**config.mk**
```make
export PLATFORM = sky130hd
export DESIGN_NAME = wwd_top
export DESIGN_NICKNAME = d
export VERILOG_FILES = /design/src/verilog/wwd_pkg.sv /design/src/verilog/wwd_prescaler.sv /design/src/verilog/wwd_top.sv
export SDC_FILE = /design/constraint.sdc
export NUM_CORES = 1
export LEC_CHECK = 0
export ABC_CLOCK_PERIOD_IN_PS = 1940
export BUFFER_PORTS_ARGS = -buffer_cell sky130_fd_sc_hd__buf_4
export CELL_PAD_IN_SITES_DETAIL_PLACEMENT = 1
export CELL_PAD_IN_SITES_GLOBAL_PLACEMENT = 1
export CORE_MARGIN = 2
export CORE_UTILIZATION = 35
export DETAILED_ROUTE_END_ITERATION = 8
export PLACE_DENSITY = 0.74
export SLEW_MARGIN = 0
export SYNTH_ARGS = -nofsm -noshare
export SYNTH_HDL_FRONTEND = slang
export SYNTH_HIERARCHICAL = 1
export SYNTH_SLANG_ARGS = --single-unit
```
**constraint.sdc**
```tcl
create_clock -name hclk -period 1.94 [get_ports hclk]
set_input_delay 0.388 -clock hclk [delete_from_list [all_inputs] [get_ports hclk]]
set_output_delay 0.388 -clock hclk [all_outputs]
set_load 0.01 [all_outputs]
```
**src/verilog/wwd_pkg.sv**
```systemverilog
/*
 * Package for the window watchdog: register indices, field layout, reset
 * values and timing constants.
 * Assumes nothing of its surroundings.
 */
package wwd_pkg;
    // =====================================================================
    // Register map (printed offsets are indices; byte address = 4 * index)
    // =====================================================================
    localparam logic [7:0] WWD_IDX_CONTROL = 8'h00;
    localparam logic [7:0] WWD_IDX_WINDOW = 8'h01;
    localparam logic [7:0] WWD_IDX_MODE = 8'h02;
    localparam logic [7:0] WWD_IDX_STATUS = 8'h03;
    localparam int WWD_ADDR_LSB = 2;
    // =====================================================================
    // Fields and reset values
    // =====================================================================
    localparam int WWD_ACT_BIT = 7;
    localparam int WWD_TOP_BIT = 6;
    localparam logic [7:0] WWD_CONTROL_RST = 8'h7F;
    localparam logic [6:0] WWD_WINDOW_RST = 7'h7F;
    localparam logic [6:0] WWD_CNT_EXPIRE = 7'h3F;
    localparam logic [6:0] WWD_CNT_LAST = 7'h40;
    // Mode register bits
    localparam int WWD_MODE_HALT = 0;
    localparam int WWD_MODE_AHALT = 1;
    localparam int WWD_MODE_HALT_WAKE = 2;
    // =====================================================================
    // Timing
    // =====================================================================
    localparam int WWD_TICK_CYCLES = 12288;
    localparam int WWD_CLK_MHZ = 50;
    localparam int WWD_STAB_NS = 1000;
    localparam int WWD_STAB_CYCLES = (WWD_STAB_NS * WWD_CLK_MHZ + 999) / 1000;
    localparam logic [1:0] WWD_HTRANS_NONSEQ = 2'b10;
endpackage : wwd_pkg

```
**src/verilog/wwd_prescaler.sv**
```systemverilog
/*
 * Free-running prescaler for the window watchdog; one-cycle tick out.
 * Assumes a synchronous clock enable and the block's asynchronous reset.
 */
`timescale 1ns/1ps
`default_nettype none
module wwd_prescaler #(
    parameter int DIV = 12288
) (
    input wire logic hclk,
    input wire logic hresetn,
    input wire logic clk_en,
    input wire logic run,
    output logic tick
);
    import wwd_pkg::*;

    localparam int CW = $clog2(DIV);
    localparam logic [CW-1:0] LAST = CW'(DIV - 1);
    logic [CW-1:0] cnt_r;

    // =====================================================================
    // Divider: never cleared by register writes, paused by run or clk_en low
    // =====================================================================
    always_ff @(posedge hclk or negedge hresetn) begin
        if (!hresetn) begin
            cnt_r <= '0;
        end else if (clk_en && run) begin
            cnt_r <= (cnt_r == LAST) ? '0 : cnt_r + 1'b1;
        end
    end

    // Tick on the last phase of each period
    assign tick = run && (cnt_r == LAST);
endmodule : wwd_prescaler
`default_nettype wire

```
**src/verilog/wwd_top.sv**
```systemverilog
/*
 * Window watchdog: 7-bit downcounter, window compare, reset request,
 * AHB-Lite register slave, low power mode handling.
 * Assumes a single AHB-Lite master, word accesses, and that the system
 * reset controller acts on mcu_reset_req and later asserts hresetn.
 */
// Implementation choice: the AHB-Lite slave port.
// Operation
// RQ1: Activated counter passing 0x40 to 0x3F requests MCU reset. Code: on a tick decrement only, not on the halt-entry decrement.
// RQ2: Reload while counter above window value requests MCU reset.
// RQ3: Software mode starts disabled; activate bit write-set, reset-cleared.
// RQ4: Hardware option keeps watchdog always active; activate bit unused.
// RQ5: Downcounter keeps decrementing even when not activated.
// RQ6: Decrement every 12288 clocks; prescaler phase kept over writes.
// RQ7: Control write with activate set and top bit clear resets at once.
// RQ8: Activated with halt option 1, halt request gives reset instead.
// RQ9: Halt option 0: one decrement, freeze, resume after stabilization delay.
// RQ10: Active-halt stops counter; resumes at once on interrupt.
// RQ11: Wait mode has no effect; counter keeps decrementing.
// RQ12: Window register holds 7-bit limit; both registers reset to 0x7F.
// RQ13: Control bit 7 activates, set-only; bits 6:0 read and load counter.
// RQ14: Software refreshes only below window, writing 0xC0 to 0xFF.
// RQ15: Window register bit 7 reads zero, writes ignored.
`timescale 1ns/1ps
`default_nettype none
module wwd_top #(
    parameter int TICK_CYCLES = wwd_pkg::WWD_TICK_CYCLES,
    parameter int STAB_CYCLES = wwd_pkg::WWD_STAB_CYCLES
) (
    input wire logic hclk,
    input wire logic hresetn,
    input wire logic clk_en,
    input wire logic hw_watchdog_opt,
    input wire logic halt_reset_option,
    input wire logic hsel,
    input wire logic [31:0] haddr,
    input wire logic [1:0] htrans,
    input wire logic hwrite,
    input wire logic [2:0] hsize,
    input wire logic [31:0] hwdata,
    input wire logic hready,
    output logic [31:0] hrdata,
    output logic hreadyout,
    output logic hresp,
    output logic mcu_reset_req
);
    import wwd_pkg::*;

    typedef enum logic [1:0] {
        WWD_RUN, WWD_HALT, WWD_AHALT, WWD_STAB
    } wwd_pm_t;

    logic act_r;
    logic [6:0] cnt_r;
    logic [6:0] win_r;
    logic rst_r;
    logic [31:0] rdata_r;
    logic wr_pend_r;
    logic [7:0] wr_idx_r;
    logic [2:0] mode_r;
    wwd_pm_t pm_r;
    logic [$clog2(STAB_CYCLES+1):0] stab_r;
    logic tick;
    logic run;
    logic active;
    logic ctl_wr;
    logic [7:0] wbyte;
    logic addr_ok;
    logic [7:0] a_idx;

    // Index decode from a byte address
    function automatic logic [7:0] wwd_idx(input logic [31:0] a);
        wwd_idx = a[WWD_ADDR_LSB +: 8];
    endfunction : wwd_idx

    // =====================================================================
    // Bus address phase
    // =====================================================================
    assign addr_ok = hsel && hready && (htrans == WWD_HTRANS_NONSEQ);
    assign a_idx = wwd_idx(haddr);
    assign wbyte = hwdata[7:0];
    assign ctl_wr = clk_en && wr_pend_r && (wr_idx_r == WWD_IDX_CONTROL);
    // Hardware option forces the watchdog active
    assign active = act_r || hw_watchdog_opt; // see RQ4

    // Latch write address phase for the data phase
    always_ff @(posedge hclk or negedge hresetn) begin
        if (!hresetn) begin
            wr_pend_r <= 1'b0;
            wr_idx_r <= 8'h00;
        end else if (clk_en) begin
            wr_pend_r <= addr_ok && hwrite;
            wr_idx_r <= a_idx;
        end
    end

    // Read data registered at the address phase; zero when unmapped
    always_ff @(posedge hclk or negedge hresetn) begin
        if (!hresetn) begin
            rdata_r <= 32'h0000_0000;
        end else if (clk_en && addr_ok && !hwrite) begin
            case (a_idx)
                WWD_IDX_CONTROL: rdata_r <= {24'h0, act_r, cnt_r}; // see RQ13
                WWD_IDX_WINDOW: rdata_r <= {24'h0, 1'b0, win_r}; // see RQ15
                WWD_IDX_MODE: rdata_r <= {29'h0, mode_r};
                WWD_IDX_STATUS: rdata_r <= {30'h0, pm_r != WWD_RUN, rst_r};
                default: rdata_r <= 32'h0000_0000;
            endcase
        end
    end

    // Always ready, always OKAY
    always_ff @(posedge hclk or negedge hresetn) begin
        if (!hresetn) begin
            hreadyout <= 1'b1;
            hresp <= 1'b0;
        end else begin
            hreadyout <= 1'b1;
            hresp <= 1'b0;
        end
    end
    assign hrdata = rdata_r;

    // =====================================================================
    // Window and mode registers
    // =====================================================================
    always_ff @(posedge hclk or negedge hresetn) begin
        if (!hresetn) begin
            win_r <= WWD_WINDOW_RST; // see RQ12
        end else if (clk_en && wr_pend_r && wr_idx_r == WWD_IDX_WINDOW) begin
            win_r <= wbyte[6:0]; // see RQ15
        end
    end

    // Mode bits: halt, active-halt, wake are self-clearing requests
    always_ff @(posedge hclk or negedge hresetn) begin
        if (!hresetn) begin
            mode_r <= 3'h0;
        end else if (clk_en) begin
            if (wr_pend_r && wr_idx_r == WWD_IDX_MODE) begin
                mode_r <= wbyte[2:0];
            end else begin
                mode_r <= 3'h0;
            end
        end
    end

    // =====================================================================
    // Low power state: halt, active-halt, stabilization
    // =====================================================================
    always_ff @(posedge hclk or negedge hresetn) begin
        if (!hresetn) begin
            pm_r <= WWD_RUN;
            stab_r <= '0;
        end else if (clk_en) begin
            case (pm_r)
                WWD_RUN: begin
                    if (mode_r[WWD_MODE_HALT] &&
                        !(active && halt_reset_option)) begin
                        pm_r <= WWD_HALT; // see RQ9
                    end else if (mode_r[WWD_MODE_AHALT] &&
                                 !mode_r[WWD_MODE_HALT]) begin
                        // A halt request wins over a joint active-halt one
                        pm_r <= WWD_AHALT; // see RQ10
                    end
                end
                WWD_HALT: begin
                    if (mode_r[WWD_MODE_HALT_WAKE]) begin
                        pm_r <= WWD_STAB; // see RQ9
                        stab_r <= '0;
                    end
                end
                WWD_AHALT: begin
                    if (mode_r[WWD_MODE_HALT_WAKE]) begin
                        pm_r <= WWD_RUN; // see RQ10
                    end
                end
                WWD_STAB: begin
                    if (stab_r == ($bits(stab_r))'(STAB_CYCLES - 1)) begin
                        pm_r <= WWD_RUN;
                    end else begin
                        stab_r <= stab_r + 1'b1;
                    end
                end
                default: pm_r <= WWD_RUN;
            endcase
        end
    end

    // Counting runs in run mode; wait mode is not visible here
    assign run = (pm_r == WWD_RUN); // see RQ11

    // =====================================================================
    // Prescaler and downcounter
    // =====================================================================
    wwd_prescaler #(
        .DIV(TICK_CYCLES)
    ) u_pre (
        .hclk(hclk),
        .hresetn(hresetn),
        .clk_en(clk_en),
        .run(run),
        .tick(tick)
    ); // see RQ6

    // Counter: loaded by control writes, otherwise decremented by one on a tick or on a halt request that enters halt
    always_ff @(posedge hclk or negedge hresetn) begin
        if (!hresetn) begin
            cnt_r <= WWD_CONTROL_RST[6:0]; // see RQ12
        end else if (clk_en) begin
            if (ctl_wr) begin
                cnt_r <= wbyte[6:0]; // see RQ13
            end else if (tick || (pm_r == WWD_RUN && mode_r[WWD_MODE_HALT]
                         && !(active && halt_reset_option))) begin
                cnt_r <= cnt_r - 7'h01; // see RQ5
            end
        end
    end

    // Activate bit: set-only, cleared by reset alone
    always_ff @(posedge hclk or negedge hresetn) begin
        if (!hresetn) begin
            act_r <= WWD_CONTROL_RST[WWD_ACT_BIT]; // see RQ3
        end else if (clk_en && ctl_wr && wbyte[WWD_ACT_BIT]) begin
            act_r <= 1'b1; // see RQ3
        end
    end

    // =====================================================================
    // Reset request, sticky until the system reset lands
    // =====================================================================
    always_ff @(posedge hclk or negedge hresetn) begin
        if (!hresetn) begin
            rst_r <= 1'b0;
        end else if (clk_en) begin
            if (active && tick && !ctl_wr && cnt_r == WWD_CNT_LAST) begin
                rst_r <= 1'b1; // see RQ1
            end
            if (ctl_wr && active && cnt_r > win_r) begin
                rst_r <= 1'b1; // see RQ2
            end
            if (ctl_wr && (active || wbyte[WWD_ACT_BIT]) &&
                !wbyte[WWD_TOP_BIT]) begin
                rst_r <= 1'b1; // see RQ7
            end
            if (pm_r == WWD_RUN && mode_r[WWD_MODE_HALT] && active &&
                halt_reset_option) begin
                rst_r <= 1'b1; // see RQ8
            end
        end
    end
    assign mcu_reset_req = rst_r;
endmodule : wwd_top
`default_nettype wire

```
==> flow_metrics.env, run 1 <==
export IMPL_drive_gt1_share_pct=33.7
export IMPL_viasPerCell=5.04
export IMPL_violations="setup timing"
export IMPL_grt_usage_pct=17.2
export IMPL_drc=0
export IMPL_cts_sinks=59
export IMPL_crit_path_end_kind="flip-flop"
export IMPL_root_buffer="clkbuf_8"
export IMPL_start_kind="flip-flop"
export IMPL_status="complete, but fails checks"
export IMPL_p_int_w=0.00221
export IMPL_syn2layout_area_growth_pct=22.9
export IMPL_seq_power_share_pct=46.6
export IMPL_grt_max_degree=60
export IMPL_synthArstFlopShare_pct=100
export IMPL_clk_latency_ps=330
export IMPL_switching_share_pct=26.9
export IMPL_maxCapViolations=0
export IMPL_hp_class="in -> async"
export IMPL_grt_pass1_wl_mm=14.1
export IMPL_ys_warn_count=6
export IMPL_cts_hold_buffers_added=0
export IMPL_synthCells=335
export IMPL_tritoncts="done"
export IMPL_grt_overflow=0
export IMPL_cts_made_buffers=9
export IMPL_fin_crit_ps=2010
export IMPL_wl_per_cell_um=15.8
export IMPL_postRouteAntennaNets=0
export IMPL_power_share_clock_pct=37.6
export IMPL_slowest_delay_ps=460
export IMPL_final_cell_mix="66 x buf_4, 45 x dfrtp_1, 28 x nand2_1, 26 x conb_1, 20 x nor2_1"
export IMPL_dr_total_vias=2703
export IMPL_portBuffers=34
export IMPL_mappedNetlistArea_um2=3460
export IMPL_num_rows=36
export IMPL_yosys_register_bits=59
export IMPL_slew_viol_final=0
export IMPL_start_util_pct=35.7
export IMPL_worstPathCellList="ha_2 > nand3_4 > nor4_4 > and2_4 > a31oi_4 > or4_1 > o22ai_1 > a21oi_1"
export IMPL_avgSynthCellArea_um2=10.3
export IMPL_relSlewSlack_pct=50.2
export IMPL_clk_pin_slew_ps=70
export IMPL_p_leak_nw=1.92
export IMPL_grt_pass1_vias=2906
export IMPL_setup_slack_ps=-65.1
export IMPL_pin_count=112
export IMPL_fin_nets=488
export IMPL_core_area_um2=9680
export IMPL_place_congestion=0.813
export IMPL_critPathRequiredTime_ps=2210
export IMPL_crit_fanout=4
export IMPL_p_per_area_nw_per_um2=713
export IMPL_final_cells=536
export IMPL_gr_usage_met3_pct=3.36
export IMPL_yosysSeqAreaShare_pct=43.2
export IMPL_top_usage_layer="met2"
export IMPL_switching_power_w=0.000816
export IMPL_clk_path_buf_depth=2
export IMPL_synth_main_ff_cell="dfrtp_1"
export IMPL_ir_drop_mv=0.365
export IMPL_netlist_cell_type_count=60
export IMPL_crit_type="reg -> reg"
export IMPL_finalClockSkew_ps=7.24
export IMPL_placedCellCount=516
export IMPL_final_common_cell="buf_4"
export IMPL_cp_data_arrival_time_ps=2270
export IMPL_dr_pass1_iters=4
export IMPL_crit_path_top_delay_cell="or4_1"
export IMPL_hold_viol_final=0
export IMPL_hpwl_mm=6.07
export IMPL_grt_use_met1_pct=21.9
export IMPL_reg2reg_slack_ps=-70
export IMPL_grt_use_met2_pct=29.3
export IMPL_ctsHtreeMaxLevel=3
export IMPL_synth_edf_count=0
export IMPL_setup_viol=2
export IMPL_wirelength_mm=8.45
export IMPL_die_height_um=103
export IMPL_die_w_um=103
export IMPL_comb_power_share_pct=15.8
export IMPL_antenna_cells=0
export IMPL_antenna_found_initial=0
export IMPL_die_area_um2=10700
export IMPL_first_iter_violations=123
export IMPL_rsz0062_at_grt="true"
export IMPL_total_power_w=0.00303
export IMPL_fin_crit_sh_pct=103
export IMPL_tightest_slew_ps=747
export IMPL_fmax_ghz=0.499
==> logic make-up (layout without fill, tap and decap cells) <==
| kind of cell | count (synthesis) | count (layout) | share of synthesized area (%) |
|---|---|---|---|
| flops | 59 | 59 | 43.2 |
| simple gates | 107 | 107 | 19.3 |
| compound gates | 58 | 58 | 11.0 |
| fa+ha+maj | 12 | 12 | 4.34 |
| xor+xnor | 17 | 17 | 4.31 |
| mux | 25 | 25 | 8.22 |
| buf+inv | 55 | 99 | 9.45 |
| other cells | 2 | 26 | 0.217 |
==> cell usage after synthesis (3+ instances only) <==
cell / count / share of area [%]
a21oi_1: 9 / 1.3
a22o_1: 3 / 0.76
a31oi_1: 4 / 0.72
buf_2: 6 / 0.87
buf_4: 26 / 5.6
clkbuf_1: 3 / 0.33
dfrtp_1: 45 / 33
dfstp_2: 14 / 11
ha_1: 12 / 4.3
inv_1: 17 / 1.8
mux2_2: 17 / 5.5
mux2i_1: 7 / 2.0
nand2_1: 28 / 3.0
nand3_1: 7 / 1.0
nand4_1: 11 / 2.0
nor2_1: 20 / 2.2
nor3_1: 8 / 1.2
nor4_2: 5 / 1.8
nor4_4: 3 / 1.8
o21ai_0: 13 / 1.9
o21ai_1: 6 / 0.87
o22ai_1: 5 / 0.90
or4_1: 3 / 0.65
xnor2_1: 9 / 2.3
xor2_1: 8 / 2.0
==> registers in the layout, indices dropped and copies added, names as in the netlist <==
| register | count |
|---|---|
| u_pre/cnt_r | 14 |
| hrdata | 8 |
| wr_idx_r | 8 |
| cnt_r | 7 |
| stab_r | 7 |
| win_r | 7 |
| mode_r | 3 |
| pm_r | 2 |
| act_r | 1 |
| mcu_reset_req | 1 |
| wr_pend_r | 1 |
==> critical path: cells and delay by family, from the launching register on <==
| family | cells | cell delay (ps) |
|---|---|---|
| AND/OR/NAND/NOR | 4 | 1070 |
| flip-flops | 1 | 360 |
| AO/OA/AOI/OAI | 3 | 310 |
| adder cells (fa/ha/maj) | 1 | 210 |
==> timing repair <==
action | 4_1_cts | 5_1_grt
setup buffers | 3 | 2
endpoints found under the setup margin | 6 | 9
resized for setup | 10 | 8
pin swaps | 7 | 9
==> area by class of cell <==
type	instances	area, um2
fillers	1092	5440
clock inverters	2	35.0
multi-input cells	245	1820
flip-flops and latches	59	1490
clock buffers	13	159
well taps	133	166
inverters	17	63.8
repair buffers	67	507
==> power groups by stage <==
stage          Clock [W]  Sequential, W  Combinational (W)
2_1_floorplan          0        0.00140           0.000270
3_3_place_gp           0        0.00142           0.000387
3_5_place_dp           0        0.00143           0.000407
4_1_cts          0.00117        0.00141           0.000448
5_1_grt          0.00124        0.00143           0.000535
6_report         0.00114        0.00141           0.000478
==> metal layers <==
metal,wire length [um],up-vias
li1,-,1279
met1,3720,1347
met2,4240,67
met3,375,10
met4,121,0
met5,0,-
==> final timing paths <==
kind / end / cells after the start / from
worst min register to register: hrdata[4] / 2 / hrdata[4]
max in group asynchronous: stab_r[0] / 1 / hresetn
worst max register to register: cnt_r[3] / 8 / u_pre/cnt_r[0]
worst max-delay path: cnt_r[3] / 8 / u_pre/cnt_r[0]
min in group hclk: act_r / 2 / hwdata[7]
worst min-delay path: wr_pend_r / 1 / hresetn
==> per-stage QoR <==
| stage | hold slack [ps] | setup WS (ps) | area, um2 | setup TNS, ps | utilization (%) |
|---|---|---|---|---|---|
| 2_1_floorplan | 92.4 | 7.58 | 3560 | 0 | - |
| 3_3_place_gp | 472 | -13.9 | 3930 | -22.0 | 40.5 |
| 3_5_place_dp | 486 | -89.0 | 3930 | -256 | 40.5 |
| 4_1_cts | 136 | -64.3 | 4180 | -87.3 | 43.2 |
| 5_1_grt | 162 | -136 | 4250 | -428 | 43.9 |
| 6_report | 118 | -65.1 | 4250 | -68.1 | 43.9 |
(Power assumes the default switching activity.)
==> inputs of run 2 (changes only) <==
Settings changed: ABC_CLOCK_PERIOD_IN_PS 1940 to 1900, CORE_MARGIN 2 to 5, CTS_CLUSTER_DIAMETER from default to 200, PLACE_DENSITY 0.74 to 0.71.
Clock period 1.94 ns to 1.9 ns, I/O delays scaled along.
==> flow_metrics.env, run 2 (synthesized netlist as in run 1, its figures left out) <==
export IMPL_portBuffers=34
export IMPL_pin_count=112
export IMPL_comb_power_share_pct=13.6
export IMPL_drc=0
export IMPL_syn2layout_area_growth_pct=26.3
export IMPL_seq_power_share_pct=42.1
export IMPL_seq_area_um2=1490
export IMPL_crit_type="reg -> reg"
export IMPL_drive_gt1_share_pct=35.9
export IMPL_antenna_cells=0
export IMPL_postRouteAntennaNets=0
export IMPL_finalClockSkew_ps=7.12
export IMPL_num_rows=36
export IMPL_final_common_cell="buf_4"
export IMPL_hp_class="in -> reg"
export IMPL_fmax_ghz=0.498
export IMPL_dr_pass1_iters=4
export IMPL_largest_register_ffs=14
export IMPL_slowest_delay_ps=440
export IMPL_place_congestion=0.822
export IMPL_multi_input_area_um2=1840
export IMPL_start_util_pct=35.7
export IMPL_grt_pass1_vias=3000
export IMPL_switching_power_w=0.000885
export IMPL_fin_crit_ps=2010
export IMPL_start_kind="flip-flop"
export IMPL_r2r_cells=8
export IMPL_setup_viol=8
export IMPL_critPathRequiredTime_ps=2180
export IMPL_p_int_w=0.00255
export IMPL_setup_slack_ps=-109
export IMPL_viasPerCell=5.14
export IMPL_die_area_um2=12000
export IMPL_grt_max_degree=35
export IMPL_hold_viol_final=0
export IMPL_grt_usage_pct=16.1
export IMPL_critPathTopFamily="simple AND/OR/NAND/NOR gates"
export IMPL_clk_latency_ps=350
export IMPL_tritoncts="done"
export IMPL_cp_data_arrival_time_ps=2290
export IMPL_switching_share_pct=25.8
export IMPL_crit_fanout=4
export IMPL_p_leak_nw=1.97
export IMPL_antenna_found_initial=0
export IMPL_clk_path_buf_depth=2
export IMPL_cts_made_buffers=9
export IMPL_die_height_um=109
export IMPL_dr_total_vias=2776
export IMPL_clk_pin_slew_ps=70
export IMPL_reg2reg_to="cnt_r[3]"
export IMPL_root_buffer="clkbuf_8"
export IMPL_rsz0062_at_grt="true"
export IMPL_holdPathStages=3
export IMPL_post_route_util_pct=45.1
export IMPL_grt_pass1_wl_mm=15.0
export IMPL_maxCapViolations=0
export IMPL_whs_endpoint="cnt_r[6]"
export IMPL_reg2reg_slack_ps=-110
export IMPL_grt_overflow=0
export IMPL_cts_sinks=59
export IMPL_violations="setup timing"
export IMPL_wl_per_cell_um=16.6
export IMPL_placedCellCount=520
export IMPL_tns_ps=-560
export IMPL_die_w_um=109
export IMPL_wirelength_mm=8.98
export IMPL_ir_drop_mv=0.458
export IMPL_nFillCells=1095
export IMPL_p_per_area_nw_per_um2=787
export IMPL_final_cell_mix="68 x buf_4, 45 x dfrtp_1, 28 x nand2_1, 26 x conb_1, 20 x nor2_1"
export IMPL_status="complete, but fails checks"
export IMPL_fin_crit_sh_pct=106
export IMPL_first_iter_violations=70
export IMPL_fin_nets=491
export IMPL_crit_path_top_delay_cell="or4_1"
export IMPL_min_from="hwdata[6]"
export IMPL_top_register="u_pre/cnt_r"
export IMPL_crit_path_end_kind="flip-flop"
export IMPL_rr_startpoint="u_pre/cnt_r[1]"
export IMPL_hpwl_mm=6.34
export IMPL_core_area_um2=9680
export IMPL_path_buf_inv=0
export IMPL_worstPathCellList="ha_2 > nand3_2 > nor4_4 > and2_4 > a31oi_4 > or4_1 > o22ai_2 > a21oi_1"
export IMPL_final_cells=540
export IMPL_slew_viol_final=0
export IMPL_power_share_clock_pct=44.3
export IMPL_ctsHtreeMaxLevel=3
-- run 2: routing by layer --
layer  global-route usage (%)  wire length (um)  vias up
met1                     20.8              3860     1402
li1                         -                 -     1289
met5                        0                 0        -
met3                     2.99               466       16
met2                     26.7              4480       69
met4                     6.06               172        0
-- run 2: power by group through the flow --
stage,clock network (W),logic [W],registers (W)
3_3_place_gp,0,0.000400,0.00145
5_1_grt,0.00160,0.000519,0.00146
4_1_cts,0.00155,0.000433,0.00144
3_5_place_dp,0,0.000416,0.00146
6_report,0.00152,0.000466,0.00145
2_1_floorplan,0,0.000275,0.00143
-- run 2: final cells by class --
class / instances / share of cell area (%)
Clock buffer: 12 / 3.78
Tap cell: 133 / 3.81
Multi-Input combinational cell: 245 / 42.2
Timing Repair Buffer: 70 / 12.4
Sequential cell: 59 / 34.2
Clock inverter: 4 / 2.18
Inverter: 17 / 1.46
-- run 2: worst max path at each step --
stage                    from  cells past startpoint       end
2_1_floorplan  u_pre/cnt_r[4]                      7  cnt_r[4]
3_3_place_gp   u_pre/cnt_r[0]                      8  cnt_r[4]
3_5_place_dp   u_pre/cnt_r[1]                      9  cnt_r[5]
4_1_cts        u_pre/cnt_r[1]                      8  cnt_r[5]
5_1_grt        u_pre/cnt_r[1]                      8  cnt_r[3]
6_report       u_pre/cnt_r[1]                      8  cnt_r[3]
-- run 2: tightest hold or removal path, stage by stage --
cell and delay, ps:
buf_4 130, nand2_1 50, o21ai_1 60
-- run 2: what timing repair did --
action,CTS,global route
resized for setup,13,7
gates cloned,0,0
hold endpoints to repair,13,0
buffers inserted,1,2
endpoints found under the setup margin,8,9
pin swaps,4,5
hold buffers,1,0
-- run 2: stage by stage --
stage	area, um2	power [W]	hold slack, ps	worst slack (ps)
finish	4370	0.00343	265	-109
global route	4370	0.00358	262	-183
CTS	4300	0.00343	252	-115
detailed placement	3970	0.00187	327	-97.2
global placement	3970	0.00185	314	-49.8
floorplan	3560	0.00171	84.4	-19.8
==> inputs of run 3 (changes only) <==
Settings changed: RECOVER_POWER from default to 100.
==> flow_metrics.env, run 3 (synthesized netlist as in run 1, its figures left out) <==
export IMPL_path_buf_inv=1
export IMPL_crit_fanout=3
export IMPL_cts_made_buffers=9
export IMPL_violations="setup timing"
export IMPL_drc=0
export IMPL_power_share_clock_pct=44.4
export IMPL_switching_share_pct=25.8
export IMPL_ir_drop_mv=0.457
export IMPL_rsz0062_at_grt="true"
export IMPL_grt_overflow=0
export IMPL_start_util_pct=35.7
export IMPL_tns_ps=-619
export IMPL_top_register="u_pre/cnt_r"
export IMPL_critPathTopFamily="simple AND/OR/NAND/NOR gates"
export IMPL_postRouteAntennaNets=0
export IMPL_cp_data_arrival_time_ps=2310
export IMPL_grt_usage_pct=16.1
export IMPL_final_cells=540
export IMPL_fin_crit_sh_pct=106
export IMPL_dr_total_vias=2781
export IMPL_place_congestion=0.822
export IMPL_placedCellCount=520
export IMPL_die_w_um=109
export IMPL_slowest_delay_ps=380
export IMPL_largest_register_ffs=14
export IMPL_final_cell_mix="66 x buf_4, 45 x dfrtp_1, 28 x nand2_1, 26 x conb_1, 20 x nor2_1"
export IMPL_grt_max_degree=35
export IMPL_p_int_w=0.00254
export IMPL_clk_path_buf_depth=2
export IMPL_grt_pass1_vias=3000
export IMPL_setup_slack_ps=-115
export IMPL_wl_per_cell_um=16.7
export IMPL_status="complete, but fails checks"
export IMPL_core_area_um2=9680
export IMPL_switching_power_w=0.000885
export IMPL_grt_pass1_wl_mm=15.0
export IMPL_syn2layout_area_growth_pct=25.7
export IMPL_hold_viol_final=0
export IMPL_crit_path_end_kind="flip-flop"
export IMPL_slew_viol_final=0
export IMPL_worstPathCellList="ha_2 > nand3_2 > nor4_4 > and2_4 > buf_4 > a31o_2 > nand2_1 > nor3_1 > a221o_1"
export IMPL_p_leak_nw=1.96
export IMPL_viasPerCell=5.15
export IMPL_wirelength_mm=9.02
export IMPL_antenna_found_initial=0
export IMPL_first_iter_violations=104
export IMPL_hp_class="in -> reg"
export IMPL_final_common_cell="buf_4"
export IMPL_portBuffers=34
export IMPL_finalClockSkew_ps=6.63
export IMPL_tightest_slew_ps=747
export IMPL_comb_power_share_pct=13.4
export IMPL_crit_path_top_delay_cell="dfrtp_1"
export IMPL_hpwl_mm=6.34
export IMPL_fmax_ghz=0.496
export IMPL_cts_sinks=59
export IMPL_p_per_area_nw_per_um2=789
export IMPL_die_area_um2=12000
export IMPL_setup_viol=8
export IMPL_antenna_cells=0
export IMPL_maxCapViolations=0
export IMPL_num_rows=36
export IMPL_fin_nets=491
export IMPL_start_kind="flip-flop"
export IMPL_relSlewSlack_pct=50.2
export IMPL_dr_pass1_iters=4
export IMPL_tritoncts="done"
export IMPL_seq_power_share_pct=42.2
export IMPL_clk_latency_ps=350
export IMPL_pin_count=112
export IMPL_critPathRequiredTime_ps=2200
export IMPL_clk_pin_slew_ps=70
export IMPL_root_buffer="clkbuf_8"
export IMPL_ctsHtreeMaxLevel=3
export IMPL_drive_gt1_share_pct=35.6
export IMPL_fin_crit_ps=2020
export IMPL_die_height_um=109
export IMPL_crit_type="reg -> reg"
## run 3: cell type report
type	count	area, um2
Inverter	17	63.8
Clock inverter	4	95.1
Tap cell	133	166
Fill cell	1098	5340
Timing Repair Buffer	70	522
Sequential cell	59	1490
Clock buffer	12	165
Multi-Input combinational cell	245	1840
## run 3: worst register-to-register path, stage by stage (launching register included)
cell and delay [ps]:
dfrtp_1 380, ha_2 200, nand3_2 100, nor4_4 340, and2_4 210, buf_4 110, a31o_2 140, nand2_1 100
nor3_1 220, a221o_1 150
## run 3: final timing paths
path / startpoint / endpoint / slack [ps] / cells past startpoint
worst max-delay path: u_pre/cnt_r[1] / cnt_r[4] / -120 / 9
worst min-delay path: hwdata[7] / act_r / 270 / 2
worst max register to register: u_pre/cnt_r[1] / cnt_r[4] / -120 / 9
worst min register to register: hrdata[3] / hrdata[3] / 490 / 2
max in group asynchronous: hresetn / win_r[0] / 280 / 3
min in group asynchronous: hresetn / wr_idx_r[7] / 600 / 2
## run 3: power groups by stage
stage,logic (W),registers [W],clock network [W]
finish,0.000461,0.00145,0.00152
global route,0.000513,0.00146,0.00160
CTS,0.000433,0.00144,0.00155
detailed placement,0.000416,0.00146,0
global placement,0.000400,0.00145,0
floorplan,0.000275,0.00143,0
## run 3: through the flow
step           instance area, um2  utilization, %  setup slack, ps  power [W]  hold WS [ps]
3_3_place_gp                 3970            41.0            -49.8    0.00185           314
3_5_place_dp                 3970            41.0            -97.2    0.00187           327
4_1_cts                      4300            44.4             -115    0.00343           252
2_1_floorplan                3560               -            -19.8    0.00171          84.4
6_report                     4350            44.9             -115    0.00343           266
5_1_grt                      4350            44.9             -183    0.00357           262
## run 3: per-layer routing
metal | vias up | routed length, um | GRT usage (%)
li1 | 1286 | - | -
met1 | 1407 | 3910 | 20.8
met2 | 68 | 4490 | 26.7
met3 | 20 | 442 | 2.99
met4 | 0 | 185 | 6.06
met5 | - | 0 | 0
## run 3: repair_timing
| item | CTS | global route |
|---|---|---|
| resized for setup | 13 | 7 |
| pin swaps | 4 | 5 |
| setup buffers | 1 | 2 |
| hold buffers | 1 | 0 |
| hold endpoints to repair | 13 | 0 |
| setup endpoints to repair | 8 | 9 |
